$ cat src/sat_timer_regs.svh
// Purpose: constants for the split auto-reload timer pair
// Assumes: 8-bit special function register port, 50 MHz core clock
// Notes: definitions only
`ifndef SAT_TIMER_REGS_SVH
`define SAT_TIMER_REGS_SVH

// ==========================================================
// register offsets on the special function register port
`define SAT_OFS_TB_CTL 8'h00
`define SAT_OFS_TB_CNT_LO 8'h01
`define SAT_OFS_TB_CNT_HI 8'h02
`define SAT_OFS_TB_RLD_LO 8'h03
`define SAT_OFS_TB_RLD_HI 8'h04
`define SAT_OFS_TC_CTL 8'h05
`define SAT_OFS_TC_CNT_LO 8'h06
`define SAT_OFS_TC_CNT_HI 8'h07
`define SAT_OFS_TC_RLD_LO 8'h08
`define SAT_OFS_TC_RLD_HI 8'h09
`define SAT_OFS_CLK_CFG 8'h0A

// ==========================================================
// control register field positions
`define SAT_BIT_HI_FLAG 7
`define SAT_BIT_LO_FLAG 6
`define SAT_BIT_LO_IRQ_EN 5
`define SAT_BIT_CAP_EN 4
`define SAT_BIT_SPLIT 3
`define SAT_BIT_RUN 2
`define SAT_BIT_EXT_SEL 0
// clock config field positions
`define SAT_BIT_TC_HI_SEL 7
`define SAT_BIT_TC_LO_SEL 6
`define SAT_BIT_TB_HI_SEL 5
`define SAT_BIT_TB_LO_SEL 4

// ==========================================================
// reset values, control write mask and timing counts
`define SAT_RST_BYTE 8'h00
`define SAT_CTL_WMASK 8'hFD
`define SAT_DIV_CORE 4'hC
`define SAT_DIV_EXT 3'h7
`endif

$ cat src/sat_pkg.sv
// Purpose: shared types of the split auto-reload timer pair
// Assumes: nothing beyond SystemVerilog
// Notes: constants live in sat_timer_regs.svh
package sat_pkg;
	// ==========================================================
	// one timer instance as seen by the register port
	typedef struct packed {
		logic [7:0] ctl;
		logic [15:0] count;
		logic [15:0] reload;
	} sat_state_type;

	// write strobes into one instance
	typedef struct packed {
		logic ctl;
		logic cnt_lo;
		logic cnt_hi;
		logic rld_lo;
		logic rld_hi;
	} sat_wsel_type;

	// shared count and capture sources
	typedef struct packed {
		logic div12;
		logic ext8;
		logic lfo_fall;
	} sat_tick_type;
endpackage

$ cat src/sat_timer_pair.sv
// Purpose: two split auto-reload timers behind a special function register port
// Assumes: one 50 MHz core clock; oscillator pins are asynchronous
// Notes: read data is registered and follows the address by one cycle
//
// Notes on behaviour
// - Each timer is a low and a high count byte forming one 16-bit counter plus two reload bytes.
// - With split mode off the timer runs as one 16-bit up-counter with auto-reload.
// - In 16-bit mode an overflow from FFFF loads both reload bytes and sets the high flag.
// - In 16-bit mode an interrupt follows each full overflow, and each low rollover if enabled.
// - In split mode the two bytes are separate 8-bit timers, each reloading from its own byte.
// - In split mode run control gates only the high byte; the low byte always counts.
// - Each byte counts on the core clock if selected, else core/12 or external oscillator/8.
// - The external oscillator is synchronised to the core clock before it is divided by eight.
// - In split mode each byte sets its own overflow flag when it overflows from FF and reloads.
// - In split mode an interrupt follows each high overflow, and each low one if enabled.
// - The hardware never clears the overflow flags; software clears them and checks both.
// - With capture and interrupts on, an oscillator falling edge copies the count to reload.
// - In 16-bit mode the low clock select drives the whole timer; the high select is ignored.
`timescale 1ns/1ns
`include "sat_timer_regs.svh"
module sat_timer_pair (
	input wire logic clk_in,
	input wire logic rst_n_in,
	input wire logic [7:0] sfr_addr_in,
	input wire logic sfr_wr_in,
	input wire logic [7:0] sfr_wdata_in,
	output logic [7:0] sfr_rdata_out,
	input wire logic ext_osc_in,
	input wire logic lfo_in,
	input wire logic tb_irq_enable_in,
	input wire logic tc_irq_enable_in,
	output logic tb_irq_out,
	output logic tc_irq_out
);
	import sat_pkg::*;

	// ==========================================================
	// pin synchronisers: three stages, a change counts once stages two and three agree
	logic [2:0] ext_sync_q, lfo_sync_q;
	logic ext_lvl_q, ext_lvl_d, lfo_lvl_q, lfo_lvl_d;
	logic [2:0] ext_div_q, ext_div_d;
	logic [3:0] core_div_q, core_div_d;
	logic ext8_q, ext8_d, div12_q, div12_d, lfo_fall_q, lfo_fall_d;

	// prescalers; ticks are registered so every source has the same one-cycle latency
	always_comb begin
		ext_lvl_d = (ext_sync_q[1] == ext_sync_q[2]) ? ext_sync_q[2] : ext_lvl_q;
		lfo_lvl_d = (lfo_sync_q[1] == lfo_sync_q[2]) ? lfo_sync_q[2] : lfo_lvl_q;
		ext_div_d = ext_div_q;
		ext8_d = 1'b0;
		if (ext_lvl_d & ~ext_lvl_q) begin
			ext_div_d = ext_div_q + 3'h1;
			ext8_d = (ext_div_q == `SAT_DIV_EXT);
		end
		div12_d = (core_div_q == (`SAT_DIV_CORE - 4'h1));
		core_div_d = div12_d ? 4'h0 : core_div_q + 4'h1;
		lfo_fall_d = lfo_lvl_q & ~lfo_lvl_d;
	end

	always_ff @(posedge clk_in or negedge rst_n_in) begin
		if (!rst_n_in) begin
			ext_sync_q <= 3'h0;
			lfo_sync_q <= 3'h0;
			ext_lvl_q <= 1'b0;
			lfo_lvl_q <= 1'b0;
			ext_div_q <= 3'h0;
			core_div_q <= 4'h0;
			ext8_q <= 1'b0;
			div12_q <= 1'b0;
			lfo_fall_q <= 1'b0;
		end else begin
			ext_sync_q <= {ext_sync_q[1:0], ext_osc_in};
			lfo_sync_q <= {lfo_sync_q[1:0], lfo_in};
			ext_lvl_q <= ext_lvl_d;
			lfo_lvl_q <= lfo_lvl_d;
			ext_div_q <= ext_div_d;
			core_div_q <= core_div_d;
			ext8_q <= ext8_d;
			div12_q <= div12_d;
			lfo_fall_q <= lfo_fall_d;
		end
	end

	// ==========================================================
	// register decode; clock config bits 3:0 belong to other timers and read zero
	logic [7:0] clk_cfg_q, clk_cfg_d;
	sat_wsel_type tb_wsel, tc_wsel;
	sat_tick_type ticks;
	sat_state_type tb_state, tc_state;

	always_comb begin
		tb_wsel.ctl = sfr_wr_in & (sfr_addr_in == `SAT_OFS_TB_CTL);
		tb_wsel.cnt_lo = sfr_wr_in & (sfr_addr_in == `SAT_OFS_TB_CNT_LO);
		tb_wsel.cnt_hi = sfr_wr_in & (sfr_addr_in == `SAT_OFS_TB_CNT_HI);
		tb_wsel.rld_lo = sfr_wr_in & (sfr_addr_in == `SAT_OFS_TB_RLD_LO);
		tb_wsel.rld_hi = sfr_wr_in & (sfr_addr_in == `SAT_OFS_TB_RLD_HI);
		tc_wsel.ctl = sfr_wr_in & (sfr_addr_in == `SAT_OFS_TC_CTL);
		tc_wsel.cnt_lo = sfr_wr_in & (sfr_addr_in == `SAT_OFS_TC_CNT_LO);
		tc_wsel.cnt_hi = sfr_wr_in & (sfr_addr_in == `SAT_OFS_TC_CNT_HI);
		tc_wsel.rld_lo = sfr_wr_in & (sfr_addr_in == `SAT_OFS_TC_RLD_LO);
		tc_wsel.rld_hi = sfr_wr_in & (sfr_addr_in == `SAT_OFS_TC_RLD_HI);
		clk_cfg_d = clk_cfg_q;
		if (sfr_wr_in && (sfr_addr_in == `SAT_OFS_CLK_CFG)) begin
			clk_cfg_d = {sfr_wdata_in[7:4], 4'h0};
		end
		ticks.div12 = div12_q;
		ticks.ext8 = ext8_q;
		ticks.lfo_fall = lfo_fall_q;
	end

	// ==========================================================
	// the two timer instances
	sat_unit u_tb (
		.clk_in(clk_in),
		.rst_n_in(rst_n_in),
		.wsel_in(tb_wsel),
		.wdata_in(sfr_wdata_in),
		.hi_clk_sel_in(clk_cfg_q[`SAT_BIT_TB_HI_SEL]),
		.lo_clk_sel_in(clk_cfg_q[`SAT_BIT_TB_LO_SEL]),
		.irq_en_in(tb_irq_enable_in),
		.tick_in(ticks),
		.state_out(tb_state)
	);

	sat_unit u_tc (
		.clk_in(clk_in),
		.rst_n_in(rst_n_in),
		.wsel_in(tc_wsel),
		.wdata_in(sfr_wdata_in),
		.hi_clk_sel_in(clk_cfg_q[`SAT_BIT_TC_HI_SEL]),
		.lo_clk_sel_in(clk_cfg_q[`SAT_BIT_TC_LO_SEL]),
		.irq_en_in(tc_irq_enable_in),
		.tick_in(ticks),
		.state_out(tc_state)
	);

	// ==========================================================
	// read mux and interrupt requests, both registered
	logic [7:0] rdata_d;
	logic tb_irq_d, tc_irq_d;

	always_comb begin
		case (sfr_addr_in)
			`SAT_OFS_TB_CTL: rdata_d = tb_state.ctl;
			`SAT_OFS_TB_CNT_LO: rdata_d = tb_state.count[7:0];
			`SAT_OFS_TB_CNT_HI: rdata_d = tb_state.count[15:8];
			`SAT_OFS_TB_RLD_LO: rdata_d = tb_state.reload[7:0];
			`SAT_OFS_TB_RLD_HI: rdata_d = tb_state.reload[15:8];
			`SAT_OFS_TC_CTL: rdata_d = tc_state.ctl;
			`SAT_OFS_TC_CNT_LO: rdata_d = tc_state.count[7:0];
			`SAT_OFS_TC_CNT_HI: rdata_d = tc_state.count[15:8];
			`SAT_OFS_TC_RLD_LO: rdata_d = tc_state.reload[7:0];
			`SAT_OFS_TC_RLD_HI: rdata_d = tc_state.reload[15:8];
			`SAT_OFS_CLK_CFG: rdata_d = clk_cfg_q;
			default: rdata_d = 8'h00; // unmapped reads as zero
		endcase
		// level request held while a flag stands; software clears the flag
		tb_irq_d = tb_irq_enable_in & (tb_state.ctl[`SAT_BIT_HI_FLAG] |
			(tb_state.ctl[`SAT_BIT_LO_IRQ_EN] & tb_state.ctl[`SAT_BIT_LO_FLAG]));
		tc_irq_d = tc_irq_enable_in & (tc_state.ctl[`SAT_BIT_HI_FLAG] |
			(tc_state.ctl[`SAT_BIT_LO_IRQ_EN] & tc_state.ctl[`SAT_BIT_LO_FLAG]));
	end

	always_ff @(posedge clk_in or negedge rst_n_in) begin
		if (!rst_n_in) begin
			clk_cfg_q <= `SAT_RST_BYTE;
			sfr_rdata_out <= 8'h00;
			tb_irq_out <= 1'b0;
			tc_irq_out <= 1'b0;
		end else begin
			clk_cfg_q <= clk_cfg_d;
			sfr_rdata_out <= rdata_d;
			tb_irq_out <= tb_irq_d;
			tc_irq_out <= tc_irq_d;
		end
	end
endmodule // sat_timer_pair

$ cat src/sat_unit.sv
// Purpose: one 16-bit / dual 8-bit auto-reload timer
// Assumes: ticks are one-cycle pulses on clk_in
// Notes: software writes win over counting in the same cycle
`timescale 1ns/1ns
`include "sat_timer_regs.svh"
module sat_unit (
	input wire logic clk_in,
	input wire logic rst_n_in,
	input wire sat_pkg::sat_wsel_type wsel_in,
	input wire logic [7:0] wdata_in,
	input wire logic hi_clk_sel_in,
	input wire logic lo_clk_sel_in,
	input wire logic irq_en_in,
	input wire sat_pkg::sat_tick_type tick_in,
	output sat_pkg::sat_state_type state_out
);
	import sat_pkg::*;

	logic [7:0] ctl_q, ctl_d;
	logic [7:0] lo_q, lo_d, hi_q, hi_d;
	logic [7:0] rl_lo_q, rl_lo_d, rl_hi_q, rl_hi_d;
	logic split, run, ext_sel, lo_tick, hi_tick, inc_lo, inc_hi;
	logic lo_ovf, hi_ovf, cap_ev;

	// ==========================================================
	// count sources and overflow detection
	always_comb begin
		split = ctl_q[`SAT_BIT_SPLIT];
		run = ctl_q[`SAT_BIT_RUN];
		ext_sel = ctl_q[`SAT_BIT_EXT_SEL];
		lo_tick = lo_clk_sel_in | (ext_sel ? tick_in.ext8 : tick_in.div12);
		hi_tick = hi_clk_sel_in | (ext_sel ? tick_in.ext8 : tick_in.div12);
		if (split) begin
			inc_lo = lo_tick;
			inc_hi = run & hi_tick;
		end else begin
			inc_lo = run & lo_tick;
			inc_hi = inc_lo & (lo_q == 8'hFF);
		end
		lo_ovf = inc_lo & (lo_q == 8'hFF);
		hi_ovf = inc_hi & (hi_q == 8'hFF);
		cap_ev = ctl_q[`SAT_BIT_CAP_EN] & irq_en_in & tick_in.lfo_fall;
	end

	// ==========================================================
	// next values; hardware flag sets win over a software clear
	always_comb begin
		ctl_d = wsel_in.ctl ? (wdata_in & `SAT_CTL_WMASK) : ctl_q;
		ctl_d[`SAT_BIT_HI_FLAG] = ctl_d[`SAT_BIT_HI_FLAG] | hi_ovf | cap_ev;
		ctl_d[`SAT_BIT_LO_FLAG] = ctl_d[`SAT_BIT_LO_FLAG] | lo_ovf;
		lo_d = lo_q;
		hi_d = hi_q;
		if (split) begin
			if (inc_lo) begin
				lo_d = lo_ovf ? rl_lo_q : lo_q + 8'h01;
			end
			if (inc_hi) begin
				hi_d = hi_ovf ? rl_hi_q : hi_q + 8'h01;
			end
		end else if (hi_ovf) begin
			lo_d = rl_lo_q;
			hi_d = rl_hi_q;
		end else if (inc_lo) begin
			lo_d = lo_q + 8'h01;
			hi_d = inc_hi ? hi_q + 8'h01 : hi_q;
		end
		if (wsel_in.cnt_lo) begin
			lo_d = wdata_in;
		end
		if (wsel_in.cnt_hi) begin
			hi_d = wdata_in;
		end
		rl_lo_d = wsel_in.rld_lo ? wdata_in : rl_lo_q;
		rl_hi_d = wsel_in.rld_hi ? wdata_in : rl_hi_q;
		// capture beats a software write to the reload bytes
		if (cap_ev) begin
			rl_lo_d = lo_q;
			rl_hi_d = hi_q;
		end
	end

	// ==========================================================
	// state registers
	always_ff @(posedge clk_in or negedge rst_n_in) begin
		if (!rst_n_in) begin
			ctl_q <= `SAT_RST_BYTE;
			lo_q <= `SAT_RST_BYTE;
			hi_q <= `SAT_RST_BYTE;
			rl_lo_q <= `SAT_RST_BYTE;
			rl_hi_q <= `SAT_RST_BYTE;
		end else begin
			ctl_q <= ctl_d;
			lo_q <= lo_d;
			hi_q <= hi_d;
			rl_lo_q <= rl_lo_d;
			rl_hi_q <= rl_hi_d;
		end
	end

	assign state_out = '{ctl: ctl_q, count: {hi_q, lo_q}, reload: {rl_hi_q, rl_lo_q}};
endmodule // sat_unit

$ cat config.mk
export PLATFORM = sky130hd
export DESIGN_NAME = sat_timer_pair
export DESIGN_NICKNAME = d
export VERILOG_FILES = /design/src/sat_pkg.sv /design/src/sat_timer_pair.sv /design/src/sat_unit.sv
export VERILOG_INCLUDE_DIRS = /design/src
export SDC_FILE = /design/constraint.sdc
export NUM_CORES = 1
export LEC_CHECK = 0
export ABC_AREA = 1
export BUFFER_PORTS_ARGS = -buffer_cell sky130_fd_sc_hd__buf_2
export CAP_MARGIN = 30
export CORE_UTILIZATION = 55
export DETAILED_ROUTE_END_ITERATION = 7
export PLACE_DENSITY = 0.73
export RECOVER_POWER = 25
export SLEW_MARGIN = 30
export SYNTH_ARGS = -nofsm -noshare
export SYNTH_HDL_FRONTEND = slang
export SYNTH_SLANG_ARGS = --single-unit
$ cat constraint.sdc
create_clock -name clk_in -period 2.1 [get_ports clk_in]
set_input_delay 0.315 -clock clk_in [delete_from_list [all_inputs] [get_ports clk_in]]
set_output_delay 0.315 -clock clk_in [all_outputs]
set_load 0.02 [all_outputs]
# Word-level counts from Yosys, hierarchy flattened
# Index checks and enable logic that the tools add are counted.
[totals] regBits=110 in_bits=23 wordCells=160
[op_classes] add_sub_neg=6 eq_ne=22 mux=47 bitwise=44 reduce_logical=16
[ops] cell="8-bit two-way mux" n=36
[ops] cell="8-bit one-hot mux with 11 select lines" n=1
[ops] cell="8-bit by 1-bit adder with 8-bit output (second input constant)" n=4
[ops] cell="8-bit by 3-bit equality test with 1-bit output (second input constant)" n=4
[ops] cell="8-bit equality test (second input constant)" n=4
[ops] cell="1-bit AND" n=30
[ops] cell="8-bit by 4-bit equality test with 1-bit output (second input constant)" n=3
[ops] cell="8-bit by 2-bit equality test with 1-bit output (second input constant)" n=2
[ops] cell="3-bit inequality test (second input constant)" n=4
[ops] cell="1-bit OR" n=12
[ops] cell="3-bit nonzero test" n=4
[ops] cell="1-bit two-way mux" n=9
[ops] cell="8-bit by 1-bit equality test with 1-bit output (second input constant)" n=1
[ops] cell="8-bit zero test" n=1
[ops] cell="2-bit nonzero test" n=4
[ops] cell="4-bit nonzero test" n=2
[ops] cell="3-bit AND reduction" n=2
[ops] cell="4-bit by 1-bit adder with 4-bit output (second input constant)" n=1
[ops] cell="4-bit equality test (second input constant)" n=1
[ops] cell="4-bit two-way mux" n=1
[ops] cell="2-bit AND reduction" n=2
[ops] cell="3-bit by 1-bit adder with 3-bit output (second input constant)" n=1
[ops] cell="3-bit equality test (second input constant)" n=1
[ops] cell="1-bit equality test" n=2
[ops] cell="other kinds (2)" n=3

# Logic depth before layout (Yosys ltp)
# Gate-level depths: netlist (run 1).
[logic_depth] ltp_word=10 ltp_mapped=11 depth_no_buf=11

# Cells and area by module
# A second synthesis (run 1) with hierarchy kept.
[unflattened] cells_unflattened=899 hier_area_um2=6900.4
[modules_own_cells] mod="sat_unit" n_inst=2 cells_each=302 area_per_inst_um2=2382.3 seq_area_each_um2=975.9
[modules_own_cells] mod="sat_timer_pair" n_inst=1 cells_each=295 area_per_inst_um2=2135.8 seq_area_each_um2=800.8

# Least setup slack after synthesis (run 1)
# OpenSTA, ideal clock, no wires.
[synth_path] path_kind="reg2reg" from="reg u_tc.lo_q[0]" to="reg u_tc.lo_q[5]" t_arrival_ns=1.386 setup_slack_ns=0.597 stages_incl_launch_ff=11 path_buffers=0 cell_sequence="dfrtp_1 ha_1 nand2_2 nor2_4 nand3_2 nor2_4 nand3_2 nand2_4 nand2_1 nand3_1 nand2_1"
[synth_via] elab_chain_len=7 elab_cells_between_ends=14
[synth_rtl] item="start: declaration" line="sat_unit.sv:20" text="logic [7:0] lo_q, lo_d, hi_q, hi_d;"
[synth_rtl] item="start signal: assignment" line="sat_unit.sv:87" text="lo_q <= `SAT_RST_BYTE;"
[synth_rtl] item="start signal: assignment" line="sat_unit.sv:93" text="lo_q <= lo_d;"
[synth_rtl] item="parallel branches: the longest is 7 deep, another holds 8-bit by 1-bit adder with 8-bit output"
# Several ways; the timed one is not identified. The select of a mux whose other input is x is not followed.
# A chain may end at the register's enable or synchronous reset.

# Worst setup path after layout (run 1)
[layout_path] from="reg u_tc.hi_q[0]" to="reg u_tc.hi_q[2]"
[layout_via] elab_chain_len=6 elab_cells_between_ends=13
[layout_rtl] item="start: declaration" line="sat_unit.sv:20"
[layout_rtl] item="start signal: assignment" line="sat_unit.sv:88" text="hi_q <= `SAT_RST_BYTE;"
[layout_rtl] item="start signal: assignment" line="sat_unit.sv:94" text="hi_q <= hi_d;"
[layout_rtl] item="8-bit by 1-bit adder with 8-bit output / 8-bit equality test (equally long branches)" line="sat_unit.sv:58, sat_unit.sv:65, sat_unit.sv:41"
[layout_rtl] item="8-bit two-way mux / 1-bit AND (equally long branches)" line="sat_unit.sv:65, sat_unit.sv:41"
[layout_rtl] item="8-bit two-way mux, on equally long branches" line="sat_unit.sv:63, sat_unit.sv:58"
[layout_rtl] item="8-bit two-way mux, on equally long branches" line="sat_unit.sv:60, sat_unit.sv:57"
[layout_rtl] item="8-bit two-way mux" line="sat_unit.sv:53" text="if (split) begin"
[layout_rtl] item="8-bit two-way mux" line="sat_unit.sv:70" text="if (wsel_in.cnt_hi) begin"
# Several ways; a longest one is shown, not always the timed one. The select of a mux whose other input is x is not followed.

==> run_results.csv, run 1 <==
group,metric,value,unit
placement,placed_area,6913,µm²
finish,layout_common_cells,"nand2_1 (233), inv_1 (132), dfrtp_1 (110)",
critical_path,start_kind,"register",
critical_path,crit_required,2.34,ns
synth,ys.flop_type,"dfrtp_1",
clocking,clockRootBuffer,"clkbuf_16",
sta,fmax,0.5066,GHz
clocking,htree_levels,3,
clocking,clk_latency,0.37,ns
clocking,cts_tree,"built",
synth,ys_ff_latch,110,
floorplanning,num_rows,39,
placement,hpwl,15520,µm
detailed_routing,drc_errors,3,
hold_path,hold_class,"in2reg",
detailed_routing,first_pass_iters,7,
detailed_routing,avgRoutedWirePerCell,19.29,µm
synth,synth_top_area_cell,"dfrtp_1",
sta,tightestPinTransition,0.8983,ns
detailed_routing,final_antenna_net_count,0,
sta,period_share,0.9400,
clocking,path_clk_slew,0.08,ns
run_status,outcome,"complete, but fails checks",
finish,antennaDiodeCount,0,
pwr,vdd_ir_drop_max,576.3,µV
critical_path,critPathMaxFanout,9,
synth,synth_edf_count,0,
sta,max_slew_margin,0.4011,
clocking,cts_resized,0,
synth,synth_area_leaders,"dfrtp_1 (42%), nand2_1 (13%), inv_1 (7.6%), nand3_1 (6.2%), o22ai_1 (3.8%)",
finish,final_common_cell,"nand2_1",
sta,setup-tns-final,0,ns
placement,gp_congestion,1.020,
clocking,clockBufferDepth,2,
pwr,power_per_cell_area,700.3,nW/µm²
global_routing,grt_overflow_total,0,
floorplanning,dieArea,12340,µm²
global_routing,antenna_found_initial,0,
placement,port_buffers,32,
critical_path,cp_slowest_cell,"nor2_1",
global_routing,grt_usage,0.3470,
finish,design_area,7196,µm²
sta,final.min_clock_period,1.974,ns
global_routing,grt_pass1_vias,6025,
detailed_routing,via_per_inst,5.890,
synth,ys_seq_area_frac,0.4206,
critical_path,path_cells,"ha_1 -> nand3_1 -> nor2_1 -> buf_4 -> nand3_1 -> nand3_2 -> nand3_1",
clocking,clock_sinks,110,
finish,area_delta_synth_final,9.941,%
floorplanning,dieHeight,111.1,µm
sta,finalSetupViolCount,0,
critical_path,cp_common_cell,"nand3_1",
sta,rsz0062_at_grt,"false",
clocking,cts_made_buffers,9,
detailed_routing,vias,6190,
run_status,violations,"design-rule violations",
flow_run,maxCapViolCount,0,
floorplanning,ios,33,
synth,syn_area,6545,µm²
global_routing,grt_max_degree,66,
critical_path,critPathMaxStageDelay,0.46,ns
pwr,power.leakage,3.604,nW
floorplanning,core,11520,µm²
critical_path,critPathCaptureType,"register",
synth,avgSynthCellArea,7.610,µm²
clocking,cts_setup_buffers,0,
synth,syn_inst,860,
critical_path,cp.arrival,2.22,ns
sta,drv_slew,0,
sta,hold_viol,0,
critical_path,r2r_cells,7,
sta,skew,0.01275,ns
detailed_routing,wl,20280,µm
synth,synth-async-reset-ratio,1.000,
floorplanning,die_w,111.1,µm
hold_path,hold_depth,1,
synth,synth_top_area_share,0.4206,
floorplanning,start_util,0.5683,
global_routing,grt_pass1_wl,32370,µm
finish,nets,933,
synth,ys_types,44,
critical_path,criticalPathCategory,"reg2reg",
detailed_routing,first_iter_violations,653,
synth,synth_warnings,0,
finish,drive_above_1_share,0.1520,
synth,synth_fp_nets,890,
## Yosys cell counts (all sizes together) (4+ instances only)
cell type,n
nand2,257
inv,151
dfrtp,110
nand3,91
nor2,51
o21ai,43
o22ai,40
a22oi,30
a21oi,16
xor2,14
nand4,10
buf,9
ha,7
xnor2,5
clkinv,4
nor3,4
## report_power, final
part | switching [mW] | leakage, nW | internal, mW
sequential | 0.214 | 1.43 | 2.33
combinational | 0.501 | 2.03 | 0.290
clock | 0.873 | 0.144 | 0.834
total | 1.59 | 3.60 | 3.45
## through the flow
stage	setup slack, ns	power, mW	hold WS [ns]	utilization	std cells
floorplan	0.5965	3.010	0.01941	-	860
global placement	0.1840	3.337	0.2426	0.6003	1034
detailed placement	0.1866	3.361	0.2433	0.6003	1034
CTS	0.1707	5.053	0.04351	0.6261	1051
global route	0.01828	5.259	0.04160	0.6248	1051
finish	0.1259	5.039	0.05001	0.6248	1051
## sequential cells by signal (all words and copies together), names as in the netlist
register	count
tc_irq_out	1
u_tb.lo_q	8
u_tc.hi_q	8
u_tb.ctl_q	7
lfo_fall_q	1
ext_sync_q	3
u_tb.rl_hi_q	8
core_div_q	4
clk_cfg_q	4
div12_q	1
u_tc.rl_lo_q	8
ext_div_q	3
ext8_q	1
u_tc.lo_q	8
lfo_lvl_q	1
tb_irq_out	1
u_tb.hi_q	8
ext_lvl_q	1
sfr_rdata_out	8
u_tc.rl_hi_q	8
lfo_sync_q	3
u_tb.rl_lo_q	8
u_tc.ctl_q	7
## cell families after synthesis
group / share of synthesized area
compound gates: 0.1288
xor+xnor: 0.02543
fa+ha+maj: 0.01644
buf+inv: 0.09902
flops: 0.4206
mux: 0.004970
simple gates: 0.3047
## critical path, delay by kind of cell, from the launching register on
family	cells	cell delay [ns]
and+or+nand+nor	5	0.90
buffers and inverters	1	0.25
adders and majority gates	1	0.24
DFF	1	0.45
## worst paths after layout
kind	startpoint	endpoint	slack (ns)
max in group asynchronous	rst_n_in	u_tb.rl_hi_q[0]$_DFFE_PN0P_	0.47
hold / removal	ext_osc_in	ext_sync_q[0]$_DFF_PN0_	0.05
setup reg to reg	u_tc.hi_q[0]$_DFFE_PN0P_	u_tc.hi_q[2]$_DFFE_PN0P_	0.13
setup / recovery	u_tc.hi_q[0]$_DFFE_PN0P_	u_tc.hi_q[2]$_DFFE_PN0P_	0.13
min in group asynchronous	rst_n_in	u_tc.lo_q[4]$_DFFE_PN0P_	0.38
hold reg to reg	ext_sync_q[0]$_DFF_PN0_	ext_sync_q[1]$_DFF_PN0_	0.35
## final cells by class
cell class / instances / area [µm²]
Multi-Input combinational cell: 584 / 3144
Fill cell: 1039 / 4320
Inverter: 155 / 586.8
Clock inverter: 7 / 62.56
Tap cell: 143 / 178.9
Timing Repair Buffer: 43 / 245.2
Sequential cell: 110 / 2753
Clock buffer: 9 / 225.2
## metal layers
layer	GRT usage	share of wire	vias up
met4	0.2045	0.058	0
met1	0.4317	0.41	2934
met5	0	0	-
met3	0.06561	0.067	84
li1	-	-	2883
met2	0.5648	0.47	289
## timing repair
action,4_1_cts,5_1_grt
endpoints found under the setup margin,0,0
hold buffers,1,0
endpoints found under the hold margin,22,0
Note: power is estimated with default switching activity, not from simulation.
==> run 2, diff against run 1 <==
- BUFFER_PORTS_ARGS: -buffer_cell sky130_fd_sc_hd__buf_2 -> -buffer_cell sky130_fd_sc_hd__buf_4
==> run_results.csv, run 2 (same netlist as run 1, synthesis figures left out) <==
group,metric,value,unit
run_status,outcome,"complete, but fails checks",
run_status,violations,"design-rule violations",
placement,placed_area,6990,µm²
clocking,clockBufferDepth,2,
finish,regArea,2753,µm²
pwr,power_frac_seq,0.509,
clocking,cts_tree,"built",
pwr,switching_power,1.552,mW
sta,setup-tns-final,0,ns
clocking,clk_latency,0.37,ns
critical_path,critPathMaxFanout,9,
sta,drv_slew,0,
critical_path,timing.rr.end,"u_tb.lo_q[7]$_DFFE_PN0P_",
critical_path,r2r-start,"u_tb.hi_q[0]$_DFFE_PN0P_",
floorplanning,dieHeight,111.1,µm
sta,fin_hold_ws,0.07656,ns
hold_path,hold_class,"in2reg",
global_routing,grt_usage,0.3454,
sta,max_slew_margin,0.5256,
global_routing,grt_pass1_wl,32340,µm
pwr,p_clk_frac,0.328,
sta,hold_viol,0,
placement,port_buffers,32,
sta,final.min_clock_period,1.928,ns
detailed_routing,vias,6123,
finish,area_delta_synth_final,11.09,%
clocking,cts_made_buffers,9,
global_routing,grt_overflow_total,0,
pwr,comb_power_share,0.164,
finish,multi_input_area,3144,µm²
global_routing,grt_pass1_vias,6012,
flow_run,maxCapViolCount,0,
floorplanning,num_rows,39,
sta,tightestPinTransition,0.7117,ns
clocking,cts_resized,0,
sta,skew,0.008475,ns
sta,fmax,0.5187,GHz
detailed_routing,first_iter_violations,610,
finish,layout_common_cells,"nand2_1 (233), inv_1 (132), dfrtp_1 (110)",
clocking,clockRootBuffer,"clkbuf_16",
pwr,power.leakage,3.615,nW
critical_path,crit_required,2.40,ns
critical_path,cp.arrival,2.23,ns
critical_path,crit_start,"u_tb.hi_q[0]$_DFFE_PN0P_",
placement,gp_congestion,0.9938,
floorplanning,start_util,0.5683,
clocking,path_clk_slew,0.07,ns
pwr,swShare,0.3107,
finish,final_common_cell,"nand2_1",
detailed_routing,via_per_inst,5.831,
detailed_routing,first_pass_iters,7,
pwr,p_int,3.444,mW
critical_path,criticalPathCategory,"reg2reg",
critical_path,critPathCaptureType,"register",
floorplanning,ios,33,
pwr,power_per_cell_area,687.2,nW/µm²
clocking,clock_sinks,110,
hold_path,min-delay-start,"ext_osc_in",
global_routing,antenna_found_initial,0,
sta,period_share,0.9181,
critical_path,critPathMaxStageDelay,0.49,ns
detailed_routing,drc_errors,2,
clocking,htree_levels,3,
finish,design_area,7271,µm²
critical_path,start_kind,"register",
finish,nets,933,
detailed_routing,avgRoutedWirePerCell,19.18,µm
detailed_routing,wl,20140,µm
global_routing,grt_max_degree,59,
finish,utilization,0.6314,
critical_path,r2r_cells,9,
critical_path,path_cells,"ha_1 -> nand3_1 -> nor2_1 -> nand3_2 -> nand2_4 -> inv_2 -> nand2_1 -> nand3_1 -> nand2_1",
critical_path,endpoint,"u_tb.lo_q[7]$_DFFE_PN0P_",
finish,antennaDiodeCount,0,
floorplanning,die_w,111.1,µm
finish,drive_above_1_share,0.1510,
finish,nFillCells,1033,
sta,rsz0062_at_grt,"false",
placement,hpwl,15400,µm
detailed_routing,final_antenna_net_count,0,
sta,finalSetupViolCount,0,
floorplanning,dieArea,12340,µm²
critical_path,ff2ff_setup_slack,0.17,ns
floorplanning,core,11520,µm²
critical_path,cp_slowest_cell,"dfrtp_1",
pwr,vdd_ir_drop_max,513.7,µV
-- run 2: cell count changes in the layout (fill, tap and decap cells not counted) --
cell,delta
buf_12,+1
buf_2,-31
buf_4,+29
clkbuf_4,+1
clkinvlp_4,+1
inv_8,-2
-- run 2: area by class of cell --
class | instances | area share
clock buffer | 9 | 0.03098
clock inverter | 6 | 0.006539
inverter | 155 | 0.08071
multi-input combinational | 584 | 0.4325
sequential | 110 | 0.3786
tap | 143 | 0.02461
timing repair buffer | 43 | 0.04612
-- run 2: worst min path at each step --
stage               depth (start not counted)                  endpoint
floorplan                                   0  clk_cfg_q[4]$_DFFE_PN0P_
finish                                      1   ext_sync_q[0]$_DFF_PN0_
CTS                                         1   ext_sync_q[0]$_DFF_PN0_
detailed placement                          1  u_tc.lo_q[3]$_DFFE_PN0P_
global placement                            1  u_tc.lo_q[4]$_DFFE_PN0P_
global route                                1   lfo_sync_q[0]$_DFF_PN0_
-- run 2: repair_timing --
item                                   in CTS  in global routing
hold buffers                                1                  0
setup buffers                               0                  0
endpoints found under the hold margin      25                  0
-- run 2: per-stage QoR --
stage	total power [mW]	setup slack (ns)	instances
floorplan	3.010	0.5965	860
global placement	3.356	0.2189	1034
detailed placement	3.379	0.2253	1034
CTS	5.021	0.2067	1050
global route	5.229	0.002277	1050
finish	4.997	0.1720	1050
-- run 2: worst max-delay path, delay by kind of cell, from the launching register on --
kind | cells | cell delay [ns]
adder cells (fa/ha/maj) | 1 | 0.23
AND/OR/NAND/NOR | 7 | 1.06
flip-flops | 1 | 0.49
buffers and inverters | 1 | 0.08
-- run 2: power groups by stage --
stage	Sequential (mW)	Combinational (mW)	Clock, mW
after floorplan	2.51	0.498	0
after global placement	2.57	0.785	0
after detailed placement	2.57	0.806	0
after CTS	2.53	0.812	1.68
after global routing	2.56	0.920	1.75
final	2.54	0.817	1.64
-- run 2: per-layer routing --
metal	wire length, µm	vias up	global-route usage
li1	-	2873	-
met3	1570	74	0.07053
met5	0	-	0
met2	9341	290	0.5522
met4	1017	0	0.1982
met1	8205	2886	0.4366
